### config.mk
export PLATFORM = sky130hd
export DESIGN_NAME = tdbg_slave
export DESIGN_NICKNAME = d
export VERILOG_FILES = /design/src/rtl/tdbg_pair_buffer.v /design/src/rtl/tdbg_slave.v
export VERILOG_INCLUDE_DIRS = /design/src /design/src/rtl
export SDC_FILE = /design/constraint.sdc
export NUM_CORES = 1
export LEC_CHECK = 0
export BUFFER_PORTS_ARGS = -buffer_cell sky130_fd_sc_hd__buf_2
export CAP_MARGIN = 5
export CORE_MARGIN = 4
export CORE_UTILIZATION = 51
export CTS_BUF_LIST = sky130_fd_sc_hd__clkbuf_8 sky130_fd_sc_hd__clkbuf_16
export DETAILED_ROUTE_END_ITERATION = 16
export PLACE_DENSITY_LB_ADDON = 0.25
export SYNTH_ARGS = -nofsm -noshare
export SYNTH_HDL_FRONTEND = slang
export SYNTH_SLANG_ARGS = --single-unit
export TNS_END_PERCENT = 20
### constraint.sdc
create_clock -name ref_clk -period 2.6 [get_ports ref_clk]
set_input_delay 0.52 -clock ref_clk [delete_from_list [all_inputs] [get_ports ref_clk]]
set_output_delay 0.52 -clock ref_clk [all_outputs]
set_load 0.05 [all_outputs]
### src/rtl/tdbg_defs.vh
// constants of the two-wire debug slave: offsets, field bits, resets
// assumes inclusion by bare name from the rtl files of the block
`ifndef TDBG_DEFS_VH
`define TDBG_DEFS_VH

// widths of the debug register space
`define TDBG_ADDR_W        7
`define TDBG_DATA_W        8
`define TDBG_WORD_W        15

// bit count values at the separator and the last data bit of a frame
`define TDBG_SEP_CNT       4'h8
`define TDBG_LAST_BIT_CNT  4'h7

// end of the write-only and read-only address spaces
`define TDBG_WR_END        7'h30
`define TDBG_RD_END        7'h20

// registers decoded inside the block
`define TDBG_REG_ID_LOW    7'h00
`define TDBG_REG_ID_HIGH   7'h01
`define TDBG_REG_ID_REV    7'h02
`define TDBG_REG_BRK_CTL   7'h10
`define TDBG_REG_BUS_CTL   7'h17
`define TDBG_REG_BUS_STAT  7'h17

// field positions and reset values
`define TDBG_BRK_HALT_BIT  7
`define TDBG_BUS_PERMIT_BIT 7
`define TDBG_BUS_STAT_BIT  7
`define TDBG_BYTE_RESET    8'h00

// system cycles after reset release before the strap is taken
`define TDBG_STRAP_WAIT    2'h3

`endif

### src/rtl/tdbg_pair_buffer.v
// two-entry buffer with valid and ready on both sides
// assumes one clock and a synchronous active-high reset
`include "tdbg_defs.vh"

module tdbg_pair_buffer #(
    parameter WIDTH = `TDBG_WORD_W
) (
    input  wire             ref_clk,
    input  wire             rst,
    input  wire             inValid,
    output reg              inReady,
    input  wire [WIDTH-1:0] inData,
    output reg              outValid,
    input  wire             outReady,
    output reg  [WIDTH-1:0] outData
);

    reg             tailValid;
    reg [WIDTH-1:0] tailData;
    reg             next_headValid;
    reg             next_tailValid;
    reg [WIDTH-1:0] next_headData;
    reg [WIDTH-1:0] next_tailData;
    reg             popNow;
    reg             pushNow;

    // head is the output register, tail catches a word during a stall
    always @* begin
        next_headValid = outValid;
        next_tailValid = tailValid;
        next_headData  = outData;
        next_tailData  = tailData;
        popNow         = outValid & outReady;
        pushNow        = inValid & inReady;
        if (popNow) begin
            next_headValid = tailValid;
            next_headData  = tailData;
            next_tailValid = 1'b0;
        end
        if (pushNow) begin
            if (!next_headValid) begin
                next_headValid = 1'b1;
                next_headData  = inData;
            end else begin
                next_tailValid = 1'b1;
                next_tailData  = inData;
            end
        end
    end

    // ready is registered so the filling side sees a clean level
    always @(posedge ref_clk) begin
        if (rst) begin
            outValid  <= 1'b0;
            tailValid <= 1'b0;
            inReady   <= 1'b1;
            outData   <= {WIDTH{1'b0}};
            tailData  <= {WIDTH{1'b0}};
        end else begin
            outValid  <= next_headValid;
            tailValid <= next_tailValid;
            inReady   <= ~next_tailValid;
            outData   <= next_headData;
            tailData  <= next_tailData;
        end
    end

endmodule

### src/rtl/tdbg_slave.v
// two-wire serial debug slave: start detect, address, byte frames
// assumes lines come from pins, register side runs on ref_clk
// assumes the debug clock runs at most half the ref_clk rate
`include "tdbg_defs.vh"

module tdbg_slave #(
    parameter [7:0] ID_LOW  = 8'hA5, // arbitrary identification value
    parameter [7:0] ID_HIGH = 8'h5A, // arbitrary identification value
    parameter [7:0] ID_REV  = 8'h01  // arbitrary revision value
) (
    input  wire                     ref_clk,
    input  wire                     rst,
    input  wire                     debugSerialClock,
    input  wire                     debugSerialDataIn,
    output reg                      debugSerialDataOut,
    output reg                      debugSerialDataOeN,
    output reg                      portEnabled,
    output reg  [`TDBG_ADDR_W-1:0]  debugAddr,
    output reg                      readStrobe,
    input  wire [`TDBG_DATA_W-1:0]  readData,
    output wire                     writeValid,
    input  wire                     writeReady,
    output wire [`TDBG_ADDR_W-1:0]  writeAddr,
    output wire [`TDBG_DATA_W-1:0]  writeData,
    output reg                      cpuHalt,
    output reg                      busGrantPermit,
    input  wire                     busRequestIn,
    output reg                      busGrantOut,
    output reg                      busGrantStatus
);

    // frame states
    // idle waits for start; address byte, then write or read frames
    localparam [1:0] ST_IDLE  = 2'h0;
    localparam [1:0] ST_ADDR  = 2'h1;
    localparam [1:0] ST_WRITE = 2'h2;
    localparam [1:0] ST_READ  = 2'h3;

    // pin samples, frame position and the held write word
    reg                    sclMeta;
    reg                    sclSync;
    reg                    sclLast;
    reg                    sdaMeta;
    reg                    sdaSync;
    reg                    sdaLast;
    reg                    reqMeta;
    reg                    reqSync;
    reg [1:0]              strapCnt;
    reg                    strapDone;
    reg [1:0]              state;
    reg [3:0]              bitCnt;
    reg [`TDBG_DATA_W-1:0] shiftIn;
    reg [`TDBG_DATA_W-1:0] shiftOut;
    reg                    opDone;
    reg                    pushPend;
    reg [`TDBG_WORD_W-1:0] pendWord;
    reg [`TDBG_DATA_W-1:0] readByte;
    reg                    next_grant;

    // strobes derived from the synchronised samples
    wire                    sclRise;
    wire                    sclFall;
    wire                    startSeen;
    wire                    sepRise;
    wire                    pushNow;
    wire                    bufInReady;
    wire [`TDBG_DATA_W-1:0] newByte;
    wire [`TDBG_WORD_W-1:0] bufOut;

    // two flops per pin; only the second stage feeds any logic
    // a pin edge near ref_clk must never reach two decisions at once
    always @(posedge ref_clk) begin
        if (rst) begin
            sclMeta <= 1'b1;
            sclSync <= 1'b1;
            sdaMeta <= 1'b1;
            sdaSync <= 1'b1;
            reqMeta <= 1'b0;
            reqSync <= 1'b0;
        end else begin
            sclMeta <= debugSerialClock;
            sclSync <= sclMeta;
            sdaMeta <= debugSerialDataIn;
            sdaSync <= sdaMeta;
            reqMeta <= busRequestIn;
            reqSync <= reqMeta;
        end
    end

    // previous synced samples for edge detection
    // reset to the idle high level so no false edge follows reset
    always @(posedge ref_clk) begin
        if (rst) begin
            sclLast <= 1'b1;
            sdaLast <= 1'b1;
        end else begin
            sclLast <= sclSync;
            sdaLast <= sdaSync;
        end
    end

    // edges need the clock to run at most half the system rate
    assign sclRise = sclSync & ~sclLast;
    assign sclFall = ~sclSync & sclLast;
    // only a falling data edge under a steady high clock starts a command
    assign startSeen = portEnabled & sclSync & sclLast &
                       sdaLast & ~sdaSync;
    // ninth rise of a frame carries the separator bit
    assign sepRise = sclRise & (bitCnt == `TDBG_SEP_CNT);
    // bits enter at the low end, so the first one lands in bit 7
    assign newByte = {shiftIn[6:0], sdaSync};

    // strap taken a few cycles after release, once the sync chain is real
    // limitation: the level is taken once and held until the next reset
    always @(posedge ref_clk) begin
        if (rst) begin
            strapCnt    <= 2'h0;
            strapDone   <= 1'b0;
            portEnabled <= 1'b0;
        end else if (!strapDone) begin
            if (strapCnt == `TDBG_STRAP_WAIT) begin
                portEnabled <= sclSync;
                strapDone   <= 1'b1;
            end else begin
                strapCnt <= strapCnt + 2'h1;
            end
        end
    end

    // a whole byte was received during a write frame
    assign pushNow = portEnabled & ~startSeen & (state == ST_WRITE) &
                     sclRise & (bitCnt == `TDBG_LAST_BIT_CNT);

    // read-only decode; addresses not held here come from outside
    // the same address may mean another register when written
    always @* begin
        readByte = readData;
        case (debugAddr)
            `TDBG_REG_ID_LOW: begin
                readByte = ID_LOW;
            end
            `TDBG_REG_ID_HIGH: begin
                readByte = ID_HIGH;
            end
            `TDBG_REG_ID_REV: begin
                readByte = ID_REV;
            end
            `TDBG_REG_BUS_STAT: begin
                readByte = `TDBG_BYTE_RESET;
                readByte[`TDBG_BUS_STAT_BIT] = busGrantStatus;
            end
            default: begin
                readByte = readData;
            end
        endcase
    end

    // frame sequencer: address byte, then repeated data frames
    // a new start wins over any frame in flight and restarts the count
    always @(posedge ref_clk) begin
        if (rst) begin
            state              <= ST_IDLE;
            bitCnt             <= 4'h0;
            shiftIn            <= `TDBG_BYTE_RESET;
            shiftOut           <= `TDBG_BYTE_RESET;
            debugAddr          <= {`TDBG_ADDR_W{1'b0}};
            debugSerialDataOut <= 1'b1;
            debugSerialDataOeN <= 1'b1;
            readStrobe         <= 1'b0;
            opDone             <= 1'b1;
        end else if (!portEnabled) begin
            // port stays deaf while the other debug block owns the pins
            state              <= ST_IDLE;
            debugSerialDataOeN <= 1'b1;
            readStrobe         <= 1'b0;
        end else if (startSeen) begin
            state              <= ST_ADDR;
            bitCnt             <= 4'h0;
            debugSerialDataOeN <= 1'b1;
            debugSerialDataOut <= 1'b1;
            readStrobe         <= 1'b0;
            opDone             <= 1'b0;
        end else begin
            readStrobe <= 1'b0;
            case (state)
                ST_IDLE: begin
                    // deaf until a start; stray clocks are ignored
                    bitCnt <= 4'h0;
                end
                ST_ADDR: begin
                    if (sepRise) begin
                        // seven address bits then the direction bit
                        debugAddr <= shiftIn[7:1];
                        state     <= shiftIn[0] ? ST_READ : ST_WRITE;
                        bitCnt    <= 4'h0;
                        opDone    <= sdaSync;
                    end else if (sclRise) begin
                        shiftIn <= newByte;
                        bitCnt  <= bitCnt + 4'h1;
                    end
                end
                ST_WRITE: begin
                    if (sepRise) begin
                        // no start: stay in write, block transfer
                        bitCnt <= 4'h0;
                        opDone <= sdaSync;
                        if (debugAddr != `TDBG_WR_END) begin
                            debugAddr <= debugAddr + 7'h01;
                        end
                    end else if (sclRise) begin
                        shiftIn <= newByte;
                        bitCnt  <= bitCnt + 4'h1;
                    end
                end
                ST_READ: begin
                    if (sepRise) begin
                        bitCnt <= 4'h0;
                        opDone <= sdaSync;
                        if (debugAddr != `TDBG_RD_END) begin
                            debugAddr <= debugAddr + 7'h01;
                        end
                    end else if (sclRise) begin
                        bitCnt <= bitCnt + 4'h1;
                    end else if (sclFall) begin
                        if (bitCnt == 4'h0) begin
                            // first low phase after the separator
                            shiftOut           <= {readByte[6:0], 1'b0};
                            debugSerialDataOut <= readByte[7];
                            debugSerialDataOeN <= 1'b0;
                            readStrobe         <= 1'b1;
                        end else if (bitCnt == `TDBG_SEP_CNT) begin
                            // separator belongs to the master
                            debugSerialDataOeN <= 1'b1;
                            debugSerialDataOut <= 1'b1;
                        end else begin
                            debugSerialDataOut <= shiftOut[7];
                            shiftOut <= {shiftOut[6:0], 1'b0};
                        end
                    end
                end
                default: begin
                    state <= ST_IDLE;
                end
            endcase
        end
    end

    // one word held while the buffer is full; a frame is far longer
    // than the drain time, so a stall only delays the word
    // limitation: a longer stall lets a newer byte replace the held one
    always @(posedge ref_clk) begin
        if (rst) begin
            pushPend <= 1'b0;
            pendWord <= {`TDBG_WORD_W{1'b0}};
        end else if (pushNow) begin
            pushPend <= 1'b1;
            pendWord <= {debugAddr, newByte};
        end else if (pushPend && bufInReady) begin
            pushPend <= 1'b0;
        end
    end

    // every write leaves as an ordinary register write
    // the buffer absorbs a short stall by the receiving side
    tdbg_pair_buffer #(
        .WIDTH    (`TDBG_WORD_W)
    ) writeBuf (
        .ref_clk  (ref_clk),
        .rst      (rst),
        .inValid  (pushPend),
        .inReady  (bufInReady),
        .inData   (pendWord),
        .outValid (writeValid),
        .outReady (writeReady),
        .outData  (bufOut)
    );

    assign writeAddr = bufOut[`TDBG_WORD_W-1:`TDBG_DATA_W];
    assign writeData = bufOut[`TDBG_DATA_W-1:0];

    // write-only controls decoded here as well as sent outward
    // decoded from the live byte so a stalled receiver cannot delay them
    always @(posedge ref_clk) begin
        if (rst) begin
            cpuHalt        <= 1'b0;
            busGrantPermit <= 1'b0;
        end else if (pushNow) begin
            if (debugAddr == `TDBG_REG_BRK_CTL) begin
                // halt reaches only the cpu; clocks stay free
                cpuHalt <= newByte[`TDBG_BRK_HALT_BIT];
            end
            if (debugAddr == `TDBG_REG_BUS_CTL) begin
                busGrantPermit <= newByte[`TDBG_BUS_PERMIT_BIT];
            end
        end
    end

    // grant needs the permit, a live request and no operation in flight;
    // the separator of each byte tells where an operation ends
    always @* begin
        next_grant = 1'b0;
        if (busGrantPermit && reqSync) begin
            next_grant = opDone;
        end
    end

    // both copies from one next value so pin and status never differ
    always @(posedge ref_clk) begin
        if (rst) begin
            busGrantOut    <= 1'b0;
            busGrantStatus <= 1'b0;
        end else begin
            busGrantOut    <= next_grant;
            busGrantStatus <= next_grant;
        end
    end

endmodule
Word level (Yosys, flattened, before mapping)
Index checks and enable logic that the tools add are counted.
{"block": "totals", "regBits": 97, "input_bits": 14, "out_inout_bits": 31}
{"block": "classes", "n_addsub": 3, "n_eq_ne": 21, "muxes": 42, "bitwise_logic": 26, "n_reduce_logical": 33}
{"cell": "2-to-1 mux 15 bit", "n": 3}
{"cell": "2-to-1 mux 7 bit", "n": 5}
{"cell": "one-hot mux 8 bit (4 select lines)", "n": 1}
{"cell": "2-to-1 mux 1 bit", "n": 26}
{"cell": "one-hot mux 7 bit (3 select lines)", "n": 1}
{"cell": "2-to-1 mux 8 bit", "n": 2}
{"cell": "AND reduction 2 bit", "n": 8}
{"cell": "AND reduction 5 bit", "n": 3}
{"cell": "equality test 7 x 5 -> 1 bit, second input constant", "n": 2}
{"cell": "inequality test 7 x 6 -> 1 bit, second input constant", "n": 2}
{"cell": "nonzero test 2 bit", "n": 7}
{"cell": "bitwise AND 1 bit", "n": 13}
{"cell": "NOT 1 bit", "n": 13}
{"cell": "2-to-1 mux 4 bit", "n": 3}
{"cell": "inequality test 2 bit, second input constant", "n": 5}
{"cell": "one-hot mux 4 bit (2 select lines)", "n": 1}
{"cell": "AND reduction 8 bit", "n": 1}
{"cell": "adder 7 x 1 -> 7 bit, second input constant", "n": 1}
{"cell": "equality test 7 x 1 -> 1 bit, second input constant", "n": 1}
{"cell": "equality test 7 x 2 -> 1 bit, second input constant", "n": 1}
{"cell": "zero test 7 bit", "n": 1}
{"cell": "AND reduction 7 bit", "n": 1}
{"cell": "OR reduction 7 bit", "n": 1}
{"cell": "equality test 2 bit, second input constant", "n": 3}
{"cell": "other kinds (14)", "n": 20}

Logic depth before layout (Yosys ltp)
{"block": "depth", "ltp_word": 10, "depth_mapped": 7, "depth_no_buf": 6}

Modules after synthesis
Synthesis repeated with hierarchy kept, for this count alone.
{"block": "unflattened", "hier_cells": 468, "area_unflattened_um2": 4388.0}
{"module": "tdbg_slave", "instances": 1, "cells_each": 313, "area_per_inst_um2": 2942.8, "seq_area_each_um2": 1261.2}
{"module": "tdbg_pair_buffer", "instances": 1, "cells_each": 155, "area_per_inst_um2": 1445.1, "seq_area_each_um2": 660.6}

Worst setup path after synthesis
No wires, ideal clock.
{"block": "synth_timing", "kind": "register to register", "startpoint": "reg debugAddr[0]", "endpoint": "reg shiftOut[3]", "arrival_ns": 2.203, "t_required_ns": 2.520, "setup_slack_ns": 0.318, "path_stages_with_launch": 6, "path_buffers": 0, "cell_sequence": "dfxtp_1 -> inv_1 -> ha_1 -> o311ai_0 -> nand4b_1 -> o211ai_1"}
{"block": "synth_between", "elab_chain_len": 3}
{"item": "from (decl)", "line": "tdbg_slave.v:18", "text": "output reg [`TDBG_ADDR_W-1:0] debugAddr,"}
{"item": "from (signal assigned)", "line": "tdbg_slave.v:166", "text": "debugAddr <= {`TDBG_ADDR_W{1'b0}};"}
{"item": "from (signal assigned)", "line": "tdbg_slave.v:193", "text": "debugAddr <= shiftIn[7:1];"}
{"item": "from (signal assigned)", "line": "tdbg_slave.v:208", "text": "debugAddr <= debugAddr + 7'h01;"}
{"item": "equality test 7 x 5 -> 1 bit, or another cell as far along", "line": "tdbg_slave.v:138", "text": "case (debugAddr)"}
{"item": "one-hot mux 8 bit (4 select lines) *", "line": "tdbg_slave.v:138"}
{"item": "2-to-1 mux 8 bit *", "line": "tdbg_slave.v:225", "text": "if (bitCnt == 4'h0) begin"}
{"item": "to (signal assigned)", "line": "tdbg_slave.v:165", "text": "shiftOut <= `TDBG_BYTE_RESET;"}
{"item": "to (signal assigned)", "line": "tdbg_slave.v:227", "text": "shiftOut <= {readByte[6:0], 1'b0};"}
{"item": "to (signal assigned)", "line": "tdbg_slave.v:237", "text": "shiftOut <= {shiftOut[6:0], 1'b0};"}
{"item": "to (decl)", "line": "tdbg_slave.v:53", "text": "reg [`TDBG_DATA_W-1:0] shiftOut;"}
Mark *: on every way between the ends. The rest lies on a longest branch, timed or not.
A chain may end at the register's enable or synchronous reset.

Worst setup path in the final report
{"block": "layout_timing", "startpoint": "reg writeBuf.outValid", "endpoint": "out writeValid"}
{"item": "from (decl)", "line": "tdbg_pair_buffer.v:13", "text": "output reg outValid,"}
{"item": "from (signal assigned)", "line": "tdbg_pair_buffer.v:60", "text": "outValid <= next_headValid;"}
{"item": "to (decl)", "line": "tdbg_slave.v:21", "text": "output wire writeValid,"}
No word-level cell between the ends.

==> results <==
- The run finished with clean final reports.
- The final global-route overflow total is 0.
- The count of fill cells added during filler insertion is 764.
- The count of inserted antenna diode cells is 0.
- The core area is 8180 um2.
- The top cell type by area accounts for 44.9% of the synthesized area.
- Global routing used 19.2% of the available tracks.
- The post-route minimum period is 2.09 ns.
- The number of rows created at floorplan is 33.
- The H-tree was split into 3 levels.
- The standard cell with the maximum stage delay on the critical path is sky130_fd_sc_hd__dfxtp_1.
- In this run, CTS created clock tree buffers numbering 9.
- The initial antenna violation count is 0.
- The share of final-layout standard cells stronger than drive strength 1 is 15.9%.
- The power per standard cell area is 576 nW/um2.
- The netlist area before placement is 4280 um2.
- In this run, distinct cell masters in the synthesized netlist total 55.
- For the pin with the worst max-slew slack, the measured transition is 0.749 ns.
- The critical path is of the flip-flop to primary output type.
- From bottom edge to top edge, the die measures 99.6 um.
- The internal reg-to-reg setup slack is 0.61 ns.
- The total count of hold-check failures in the final report is 0.
- After routing, the total negative slack on setup checks comes to 0 ns.
- Compared with the post-synthesis result, the final layout area differs by 11.4%.
- For this run, the slowest stage of the critical path takes 0.82 ns.
- At the end of routability-driven placement, the weighted congestion stood at 0.894.
- The number of post-CTS setup repair buffers is 0.
- The die area is 9910 um2.
- The HPWL after detailed placement is 6.39 mm.
- STA classifies the critical path startpoint as a flip-flop.
- Setup repair after global routing left no endpoint under its margin.
- Once detail routing completed, the nets flagged for antenna violations numbered 0.
- After detailed routing, the number of vias per cell comes to 5.78.
- The clock tree buffer depth is 2.
- The endpoint type of the worst setup path is a primary output.
- The total setup violations reported at the end of the flow is 0.
- After detailed routing, the number of remaining DRC violations is 0.
- Sorting the synthesized cells by area gives the leading types as sky130_fd_sc_hd__dfxtp_1, sky130_fd_sc_hd__mux2i_1, sky130_fd_sc_hd__nor2_1.
- Timing would allow up to 0.478 GHz.
- The worst reg2reg path depth is 6.
- The via count of the first global-routing pass is 3289.
- The async set-or-reset flop fraction in the synthesized netlist is 0%.
- Synthesis handed over a netlist of 472 instances.
- Summing all non-filler instances in the final layout gives an area of 4760 um2.
- The number of search-and-repair iterations in the first detailed-routing pass is 4.
- The total of cells resized after clock tree synthesis is 0.
- The die outline width is 99.6 um.
- The clock transition at the register clock pins on the worst setup and hold paths after CTS is 0.10 ns.
- The depth of the critical timing path with buffers and inverters included is 1.
- The clock reaches the later pin of the worst-skew pair after 0.36 ns.
- The largest total area in the synthesized netlist belongs to sky130_fd_sc_hd__dfxtp_1.
- The pin count of the biggest net entering global routing is 53.
- Across the VDD grid, the largest voltage drop is 0.307 mV.
- The quantity of I/O buffers inserted on ports is 44.
- Final hold analysis gives a worst-case slack of 0.337 ns.
- The final layout contains routed wiring with a total length of 9.26 mm.
- The number of DRC violations after detailed-routing iteration 0 is 147.
- The flip-flop and latch count after synthesis is 96.
- Dividing the final minimum period by the clock period gives 80.5%.
- After synthesis, flip-flops and latches occupy 44.9% of the total area.
- The total nets after synthesis is 497.
- In this run the tightest slew margin relative to its limit is 50.0%.
- The dominant synthesized flop cell is sky130_fd_sc_hd__dfxtp_1.
- The leakage power of the design is 1.97 nW.
- The average wire per standard cell is 15.1 um.
- The cell count of the worst hold path is 2.
- The number of nets in the layout is 530.
- The class of the tightest hold or removal check is input pin to flip-flop.
- The Yosys step of the flow raised 0 warnings.
- The number of slew-limit violations in the final report is 0.
- The initial utilization of the core area, before any placement, comes to 52.3%.
- At the worst endpoint, the arrival time is 1.57 ns.
- On the final layout, the worst clock skew is 0.0126 ns.
- Traced cell by cell, the critical path runs through buf_2.
- The standard cell area after detailed placement is 4550 um2.
- Counting flops with a built-in enable in the synthesized netlist gives 0.
- The completed layout was analyzed and its total power is 2.74 mW.
- Among cell families on the critical path, the largest total delay comes from flip-flops.
- TritonCTS built the clock tree.
- The number of I/O pins is 45.
- The first global-routing pass estimated 15.7 mm of wire.
- The required time of the worst setup path is 2.08 ns.
- Across the run, the number of max-cap violations was 0.
- The tree is rooted in a sky130_fd_sc_hd__clkbuf_8.
- After clock tree synthesis, the flow added hold-fix buffers numbering 0.
- Averaged over all synthesized cells, the footprint is 9.06 um2.
- The total number of clock tree sinks is 96.
- The total number of vias is 3555.
- Together, buffers and inverters on the worst path number 1.
- The largest driver fanout on the critical path is 20.
## where the power goes
group	switching (mW)	internal, mW
Combinational	0.117	0.0702
Sequential	0.0248	1.50
Clock	0.551	0.483
Total	0.693	2.05
## synth_stat cells (11+ instances only)
| cell type | n |
|---|---|
| sky130_fd_sc_hd__ha_1 | 11 |
| sky130_fd_sc_hd__clkbuf_1 | 17 |
| sky130_fd_sc_hd__mux2i_1 | 42 |
| sky130_fd_sc_hd__nand2_1 | 38 |
| sky130_fd_sc_hd__inv_1 | 15 |
| sky130_fd_sc_hd__dfxtp_1 | 96 |
| sky130_fd_sc_hd__a311oi_1 | 16 |
| sky130_fd_sc_hd__nor2_1 | 66 |
| sky130_fd_sc_hd__a21oi_1 | 18 |
| sky130_fd_sc_hd__nand3_1 | 21 |
## sequential cells by signal, summed over array words and instances, names as in the netlist, 2 cells and up
name,cells
state,2
pendWord,15
writeBuf.tailData,15
writeBuf.outData,15
strapCnt,2
shiftIn,8
bitCnt,4
debugAddr,7
shiftOut,7
## layer usage
| layer | up-vias | global-route usage (%) | routed length (um) |
|---|---|---|---|
| met5 | - | 0 | 0 |
| met4 | 0 | 6.30 | 121 |
| met3 | 9 | 2.73 | 435 |
| met2 | 78 | 30.4 | 4250 |
| met1 | 1709 | 26.9 | 4460 |
| li1 | 1759 | - | - |
## metrics by stage
step | std cells | setup WS (ns) | util [%]
3_5_place_dp | 599 | 0.640 | 55.7
6_report | 615 | 0.506 | 58.3
4_1_cts | 615 | 0.505 | 58.3
2_1_floorplan | 472 | 0.318 | -
5_1_grt | 615 | 0.431 | 58.3
3_3_place_gp | 599 | 0.744 | 55.7
## cells by family after synthesis
| group | share of synthesized area, % |
|---|---|
| AND/OR/NAND/NOR | 20.9 |
| flip-flops | 44.9 |
| AO/OA/AOI/OAI | 15.1 |
| buffers and inverters | 4.62 |
| multiplexers | 10.6 |
| adder cells (fa/ha/maj) | 3.22 |
| XOR/XNOR | 0.615 |
## worst paths after layout
check,start,end
max,writeBuf.outValid,writeValid
min,debugSerialClock,sclMeta
max reg2reg,state[0],cpuHalt
min reg2reg,sdaMeta,sdaSync
## cells in the final DEF (no fill, tap or decap), drive strengths merged, types with 4 or more instances in the layout
cell     n
nand2b   5
nand3   21
a21oi   18
o211ai   6
o311ai   4
a31oi    8
mux2i   42
nand2   38
or3      4
or2      5
dfxtp   96
o21ai    9
nor2b    8
nor3     9
clkbuf  10
a21o     5
buf     52
a311oi  16
ha      11
nand4    6
inv     17
o31ai    8
nor2    66
## area by class of cell
class	instances	area (um2)	area share, %
flip-flops and latches	96	1920	40.3
well taps	105	131	2.76
inverters	15	56.3	1.18
repair buffers	52	280	5.88
clock buffers	10	138	2.89
multi-input cells	331	2160	45.4
clock inverters	6	73.8	1.55
Power figures use the tool's default switching activity.
